[src/pkg/otg_info_pkg.sv]
// package: register codes, field layouts and reset values of the limit/info bank
package otg_info_pkg;

    // ------------------------------------------------------------
    // register command codes
    // ------------------------------------------------------------
    localparam logic [7:0] CMD_INFO = 8'h3A;
    localparam logic [7:0] CMD_OTG_LIMIT = 8'h4A;

    // ------------------------------------------------------------
    // current-limit field layout
    // ------------------------------------------------------------
    localparam int LIMIT_LSB = 7;
    localparam int LIMIT_MSB = 12;
    localparam logic [5:0] LIMIT_MAX = 6'h20;
    localparam logic [5:0] LIMIT_RESET = 6'h00;

    // ------------------------------------------------------------
    // information field layout
    // ------------------------------------------------------------
    localparam int INFO_STRAP_LSB = 0;
    localparam int INFO_TRICKLE = 4;
    localparam int INFO_MODE_LSB = 5;
    localparam int INFO_STATE_LSB = 7;
    localparam int INFO_LOWRAIL = 10;
    localparam int INFO_DISCH = 11;
    localparam int INFO_ADAPT = 12;
    localparam int INFO_LOOP_LSB = 13;
    localparam int INFO_REF = 15;
    localparam logic [3:0] STRAP_RESET = 4'h0;
    localparam logic [15:0] INFO_RESET = 16'h0000;

    // ------------------------------------------------------------
    // status encodings
    // ------------------------------------------------------------
    typedef enum logic [1:0] {
        MODE_BUCK = 2'h0,
        MODE_BOOST = 2'h1,
        MODE_BUCK_BOOST = 2'h2,
        MODE_REVERSE_BUCK = 2'h3
    } stage_mode_t;

    typedef enum logic [1:0] {
        LOOP_SYSTEM_VOLTAGE_CEILING = 2'h0,
        LOOP_CHARGE_CURRENT = 2'h1,
        LOOP_ADAPTER_CURRENT = 2'h2,
        LOOP_INPUT_VOLTAGE = 2'h3
    } reg_loop_t;

    // state codes: 1 battery, 2 adapter, 3 adapter_good_state,
    // 4 system_rail, 5 charge, 6 reverse_enable_state, 7 reverse output
    typedef struct packed {
        logic ref_active;
        reg_loop_t loop;
        logic adapter_current_hot_flag;
        logic battery_discharge_hot_flag;
        logic low_rail_hot_flag;
        logic [2:0] fsm_state;
        stage_mode_t mode;
        logic trickle;
    } live_status_t;

    typedef struct packed {
        logic wr_en;
        logic rd_en;
        logic [7:0] cmd;
        logic [15:0] wdata;
    } reg_req_t;

endpackage : otg_info_pkg

[src/hw/limit_clamp.sv]
// module: keeps the valid current-limit bits and clamps to the maximum
`timescale 1ns/10ps
module limit_clamp (
    // raw written word
    input wire logic [15:0] word_in,
    // stored field value
    output logic [5:0] field_out
);
    logic [5:0] raw;

    assign raw = word_in[otg_info_pkg::LIMIT_MSB:otg_info_pkg::LIMIT_LSB];

    // bit 12 carries 4096 mA; any lower bit with it exceeds the ceiling
    always_comb begin
        if (raw > otg_info_pkg::LIMIT_MAX) begin
            field_out = otg_info_pkg::LIMIT_MAX;
        end else begin
            field_out = raw;
        end
    end
endmodule : limit_clamp

[src/hw/pin_sync3.sv]
// module: three-flop synchroniser with second/third agreement
`timescale 1ns/10ps
module pin_sync3 #(
    parameter int W = 1
) (
    // clock and reset
    input wire logic clock,
    input wire logic rst,
    // asynchronous input and its settled copy
    input wire logic [W-1:0] async_in,
    output logic [W-1:0] sync_out
);
    logic [W-1:0] s1_r;
    logic [W-1:0] s2_r;
    logic [W-1:0] s3_r;

    always_ff @(posedge clock) begin
        if (rst) begin
            s1_r <= '0;
            s2_r <= '0;
            s3_r <= '0;
        end else begin
            s1_r <= async_in;
            s2_r <= s1_r;
            s3_r <= s2_r;
        end
    end

    // a bit changes only once the two later stages agree
    genvar i;
    generate
        for (i = 0; i < W; i++) begin : g_agree
            always_ff @(posedge clock) begin
                if (rst) begin
                    sync_out[i] <= 1'b0;
                end else if (s2_r[i] == s3_r[i]) begin
                    sync_out[i] <= s3_r[i];
                end
            end
        end
    endgenerate
endmodule : pin_sync3

[src/hw/otg_limit_and_info_regs.sv]
// module: reverse output current-limit register and information register
`timescale 1ns/10ps
// ----------------------------------------------------------------
// Summary of operation
// - write word at 0x4A stores limit
// - keep only bits 12 to 7
// - clamp stored limit at 4096 mA
// - limit bits are binary weighted 128 mA up
// - information register readable at 0x3A
// - bits 3:0 report strap configuration
// - battery only: strap valid after monitor sampling
// - strap codes map to fixed combinations
// - bit 4 shows trickle charging
// - bits 6:5 show power stage mode
// - bits 9:7 show state machine state
// - bit 10 shows low rail hot flag
// - bit 11 shows discharge hot flag
// - bit 12 shows adapter current hot flag
// - bits 14:13 show active regulation loop
// - bit 15 shows reference active
// ----------------------------------------------------------------
module otg_limit_and_info_regs (
    // clock and reset
    input wire logic clock,
    input wire logic rst,
    // register access from the protocol engine (same clock)
    input wire otg_info_pkg::reg_req_t req,
    output logic [15:0] rdata,
    output logic rvalid,
    output logic ack,
    // strap sampling
    input wire logic [3:0] config_strap_pin,
    input wire logic strap_sample,
    input wire logic adapter_present,
    input wire logic system_power_monitor,
    // live status from the analog control (asynchronous)
    input wire otg_info_pkg::live_status_t live_status,
    // stored limit toward the regulation loop
    output logic [5:0] reverse_output_current_limit
);

    // ------------------------------------------------------------
    // input synchronisation
    // ------------------------------------------------------------
    localparam int LW = $bits(otg_info_pkg::live_status_t);

    logic [LW-1:0] status_sync;
    logic [6:0] ctrl_sync;
    logic [3:0] strap_s;
    logic sample_s;
    logic adapter_s;
    logic monitor_s;
    otg_info_pkg::live_status_t st;

    pin_sync3 #(.W(LW)) u_status_sync (
        .clock(clock),
        .rst(rst),
        .async_in(live_status),
        .sync_out(status_sync)
    );

    pin_sync3 #(.W(7)) u_ctrl_sync (
        .clock(clock),
        .rst(rst),
        .async_in({config_strap_pin, strap_sample, adapter_present,
                   system_power_monitor}),
        .sync_out(ctrl_sync)
    );

    assign st = otg_info_pkg::live_status_t'(status_sync);
    assign strap_s = ctrl_sync[6:3];
    assign sample_s = ctrl_sync[2];
    assign adapter_s = ctrl_sync[1];
    assign monitor_s = ctrl_sync[0];

    // ------------------------------------------------------------
    // decode
    // ------------------------------------------------------------
    function automatic logic hits(input logic [7:0] cmd,
                                  input logic [7:0] code);
        hits = (cmd == code);
    endfunction : hits

    logic wr_limit;
    logic rd_limit;
    logic rd_info;

    assign wr_limit = req.wr_en && hits(req.cmd, otg_info_pkg::CMD_OTG_LIMIT);
    assign rd_limit = req.rd_en && hits(req.cmd, otg_info_pkg::CMD_OTG_LIMIT);
    assign rd_info = req.rd_en && hits(req.cmd, otg_info_pkg::CMD_INFO);

    // ------------------------------------------------------------
    // current-limit register
    // ------------------------------------------------------------
    logic [5:0] limit_nxt;
    logic [5:0] limit_r;

    limit_clamp u_clamp (
        .word_in(req.wdata),
        .field_out(limit_nxt)
    );

    always_ff @(posedge clock) begin
        if (rst) begin
            limit_r <= otg_info_pkg::LIMIT_RESET;
        end else if (wr_limit) begin
            limit_r <= limit_nxt;
        end
    end

    assign reverse_output_current_limit = limit_r;

    // ------------------------------------------------------------
    // strap capture
    // ------------------------------------------------------------
    // with an adapter the strap is taken on every sample pulse; on battery alone the
    // strap is only measured while the power monitor is enabled
    logic [3:0] strap_r;

    always_ff @(posedge clock) begin
        if (rst) begin
            strap_r <= otg_info_pkg::STRAP_RESET;
        end else if (sample_s && (adapter_s || monitor_s)) begin
            strap_r <= strap_s;
        end
    end

    // ------------------------------------------------------------
    // information word
    // ------------------------------------------------------------
    logic [15:0] info_word;

    always_comb begin
        info_word = otg_info_pkg::INFO_RESET;
        info_word[otg_info_pkg::INFO_STRAP_LSB +: 4] = strap_r;
        info_word[otg_info_pkg::INFO_TRICKLE] = st.trickle;
        info_word[otg_info_pkg::INFO_MODE_LSB +: 2] = st.mode;
        info_word[otg_info_pkg::INFO_STATE_LSB +: 3] = st.fsm_state;
        info_word[otg_info_pkg::INFO_LOWRAIL] =
            st.low_rail_hot_flag;
        info_word[otg_info_pkg::INFO_DISCH] =
            st.battery_discharge_hot_flag;
        info_word[otg_info_pkg::INFO_ADAPT] =
            st.adapter_current_hot_flag;
        info_word[otg_info_pkg::INFO_LOOP_LSB +: 2] = st.loop;
        info_word[otg_info_pkg::INFO_REF] = st.ref_active;
    end

    // ------------------------------------------------------------
    // read path
    // ------------------------------------------------------------
    // unmapped reads return zero; writes to 0x3A have no target at all
    always_ff @(posedge clock) begin
        if (rst) begin
            rdata <= 16'h0000;
        end else if (rd_info) begin
            rdata <= info_word;
        end else if (rd_limit) begin
            rdata <= {3'h0, limit_r, 7'h00};
        end else if (req.rd_en) begin
            rdata <= 16'h0000;
        end
    end

    always_ff @(posedge clock) begin
        if (rst) begin
            rvalid <= 1'b0;
        end else begin
            rvalid <= req.rd_en;
        end
    end

    always_ff @(posedge clock) begin
        if (rst) begin
            ack <= 1'b0;
        end else begin
            ack <= req.wr_en || req.rd_en;
        end
    end

endmodule : otg_limit_and_info_regs

[config.mk]
export PLATFORM = sky130hd
export DESIGN_NAME = otg_limit_and_info_regs
export DESIGN_NICKNAME = d
export VERILOG_FILES = /design/src/pkg/otg_info_pkg.sv /design/src/hw/limit_clamp.sv /design/src/hw/pin_sync3.sv /design/src/hw/otg_limit_and_info_regs.sv
export SDC_FILE = /design/constraint.sdc
export NUM_CORES = 1
export LEC_CHECK = 0
export BUFFER_PORTS_ARGS = -buffer_cell sky130_fd_sc_hd__buf_2
export CORE_ASPECT_RATIO = 0.8
export CORE_MARGIN = 2
export CORE_UTILIZATION = 35
export CTS_CLUSTER_DIAMETER = 80
export DETAILED_ROUTE_END_ITERATION = 10
export GPL_ROUTABILITY_DRIVEN = 0
export GPL_TIMING_DRIVEN = 0
export MAX_ROUTING_LAYER = met4
export SLEW_MARGIN = 20
export SYNTH_ARGS = -nofsm -noshare
export SYNTH_HDL_FRONTEND = slang
export SYNTH_HIERARCHICAL = 1
export SYNTH_SLANG_ARGS = --single-unit
[constraint.sdc]
create_clock -name clock -period 2.7 [get_ports clock]
set_input_delay 0.27 -clock clock [delete_from_list [all_inputs] [get_ports clock]]
set_output_delay 0.27 -clock clock [all_outputs]
set_load 0.1 [all_outputs]
==> results.json <==
{
  "crit_path_start_kind": "flop",
  "dpl.cell_count": 517,
  "num_antenna_cells": 0,
  "nFillCells": 954,
  "synth_cells": 321,
  "skew_ps": 4.87,
  "grt_pass1_vias": 2199,
  "worstMarginPinSlew_ps": 541,
  "reg2reg_slack_ps": 1500,
  "yosysWarnings": 6,
  "synth-seq-area-share": 0.585,
  "wl_met3_um": 333,
  "p_per_area_mw_per_mm2": 671,
  "cts_buffers": 9,
  "antenna_found_initial": 0,
  "cts-resized-gates": 0,
  "final_cell_mix": "dfxtp_1 (104), buf_2 (67), nor2b_1 (37)",
  "syn_nets": 368,
  "cap_violations": 0,
  "min_from": "adapter_present",
  "status": "complete, no violations",
  "design.die.area_sq_mm": 0.0110,
  "cts_num_sinks": 104,
  "wl_met1_um": 3160,
  "drive_gt1_frac": 0.302,
  "timing.final.crit_share": 0.529,
  "syn_to_final_growth_pct": 20.7,
  "postCtsHoldBufs": 0,
  "die-height_um": 94.2,
  "rsz0062_at_grt": "false",
  "setup_ws_ps": 1270,
  "worst-r2r-cell-count": 3,
  "r2r_end": "strap_r[1]",
  "r2r_start": "u_ctrl_sync/sync_out[0]",
  "hold_path.class": "in -> reg",
  "globalRouteOverflowTotal": 0,
  "firstDrtPassIters": 4,
  "hold_ws_ps": 137,
  "arrival_ps": 1160,
  "dp_hpwl_um": 4570,
  "fmax_mhz": 701,
  "path_delay_family": "buffers and inverters",
  "hold_viol": 0,
  "grt_max_degree": 17,
  "crit_type": "reg -> out",
  "cts_root_buf": "clkbuf_16",
  "die_w_um": 117,
  "finalSetupViolCount": 0,
  "avgSynthCellArea_sq_um": 11.1,
  "max_stage_delay_ps": 450,
  "cts_buffer_depth": 2,
  "clk_latency_ps": 330,
  "ys_types": 24,
  "crit_fanout": 3,
  "layout_commonest_cell": "dfxtp_1",
  "wl_met2_um": 2900,
  "syn_area_sq_mm": 0.00356,
  "hold_path_end": "u_ctrl_sync/s1_r[1]",
  "slew_headroom": 0.637,
  "path_clk_slew_ps": 70,
  "drt_wl_total_um": 6490,
  "initial_core_util": 0.364,
  "core_area_sq_mm": 0.00977,
  "gr-usage-all-layers": 0.126,
  "worstSetupEndpointType": "primary output",
  "whs_path_depth": 2,
  "power.static_leakage_uw": 0.00172,
  "finalSetupTns_ps": 0,
  "ant_nets": 0,
  "finalMaxSlewViolations": 0,
  "ff_latch_area_sq_mm": 0.00208,
  "post_drt_wl_per_cell_um": 12.2,
  "crit_chain": "buf_2",
  "io_buffers": 60,
  "multi_input_area_sq_mm": 0.00133,
  "layout.nets": 439,
  "vias": 2342,
  "top_layer_used": "met4",
  "dp_slack_ps": 1040,
  "cp_num_buf_inv": 1,
  "h-tree-depth": 3,
  "required_ps": 2430,
  "post-cts-setup-buffers": 0,
  "ioPinCount": 71,
  "ir_worst_vdd_v": 0.000308,
  "synth_seq_cells": 104,
  "tritoncts": "done",
  "drc": 0,
  "grt_pass1_wl_um": 10300,
  "rows": 32,
  "drt-vias-per-instance": 4.39,
  "min_period_ps": 1430,
  "crit_slowest_cell": "buf_2",
  "stdcell_count": 533,
  "drtIter0Drc": 114
}
## through the flow
stage          area, sq um  utilization  total power [uW]
5_1_grt               4300        0.440              3000
3_5_place_dp          4030        0.412              1760
4_1_cts               4300        0.440              2920
6_report              4300        0.440              2880
3_3_place_gp          4030        0.412              1760
2_1_floorplan         3560            -              1710
## state kept, by name (all words and copies together), names as in the netlist
| register | flops |
|---|---|
| rdata | 16 |
| reverse_output_current_limit | 6 |
| u_status_sync/s1_r | 12 |
| u_status_sync/s3_r | 12 |
| u_ctrl_sync/s1_r | 7 |
| u_ctrl_sync/s2_r | 7 |
| u_status_sync/s2_r | 12 |
| rvalid | 1 |
| u_ctrl_sync/sync_out | 7 |
| u_status_sync/sync_out | 12 |
| ack | 1 |
| strap_r | 4 |
| u_ctrl_sync/s3_r | 7 |
## worst max path at each step
stage | start | endpoint | slack, ps | depth (start not counted)
6_report | reverse_output_current_limit[2] | reverse_output_current_limit[2] | 1270 | 1
5_1_grt | reverse_output_current_limit[3] | reverse_output_current_limit[3] | 1210 | 1
4_1_cts | reverse_output_current_limit[3] | reverse_output_current_limit[3] | 1250 | 1
3_5_place_dp | rst | strap_r[1] | 1040 | 5
3_3_place_gp | rst | ack | 1050 | 5
2_1_floorplan | rdata[10] | rdata[10] | 1400 | 2
## final cells by class
cell class,count,share of cell area
Sequential cell,104,0.485
Timing Repair Buffer,60,0.0699
Clock inverter,5,0.00786
Multi-Input combinational cell,198,0.310
Buffer,19,0.0338
Tap cell,136,0.0396
Clock buffer,11,0.0542
## kinds of logic after synthesis
group,after synthesis,share of synthesized area
flops,104,0.585
compound gates,55,0.0932
simple gates,133,0.253
mux,10,0.0281
buf+inv,19,0.0408
## where the power goes
part           leakage, uW  switching, uW  internal, uW
clock network     0.000126            531           624
logic             0.000742           73.6          70.5
registers         0.000848           11.8          1570
## per-layer routing
| layer | vias up | GRT usage |
|---|---|---|
| li1 | 1206 | - |
| met1 | 1080 | 0.155 |
| met2 | 49 | 0.193 |
| met3 | 7 | 0.0452 |
| met4 | 0 | 0.0412 |
| met5 | - | - |
## synth_stat cells
cell / count / area, sq um
nor3b_1: 1 / 7.51
nor2b_2: 19 / 166
a21oi_2: 7 / 61.3
a221o_1: 6 / 60.1
nand2b_1: 22 / 138
nand2_1: 19 / 71.3
buf_4: 1 / 7.51
clkbuf_1: 4 / 15.0
nor2_1: 7 / 26.3
and4bb_4: 1 / 16.3
buf_6: 6 / 67.6
nor2b_4: 4 / 55.1
and4b_1: 4 / 40.0
buf_12: 1 / 20.0
o21ai_0: 19 / 95.1
and2_1: 6 / 37.5
a21oi_1: 22 / 110
buf_2: 7 / 35.0
mux2i_1: 10 / 100
dfxtp_1: 104 / 2080
o21ai_1: 1 / 5.00
nand4b_1: 10 / 87.6
and2b_1: 3 / 22.5
nor2b_1: 37 / 231
Note: power is estimated with default switching activity, not from simulation.
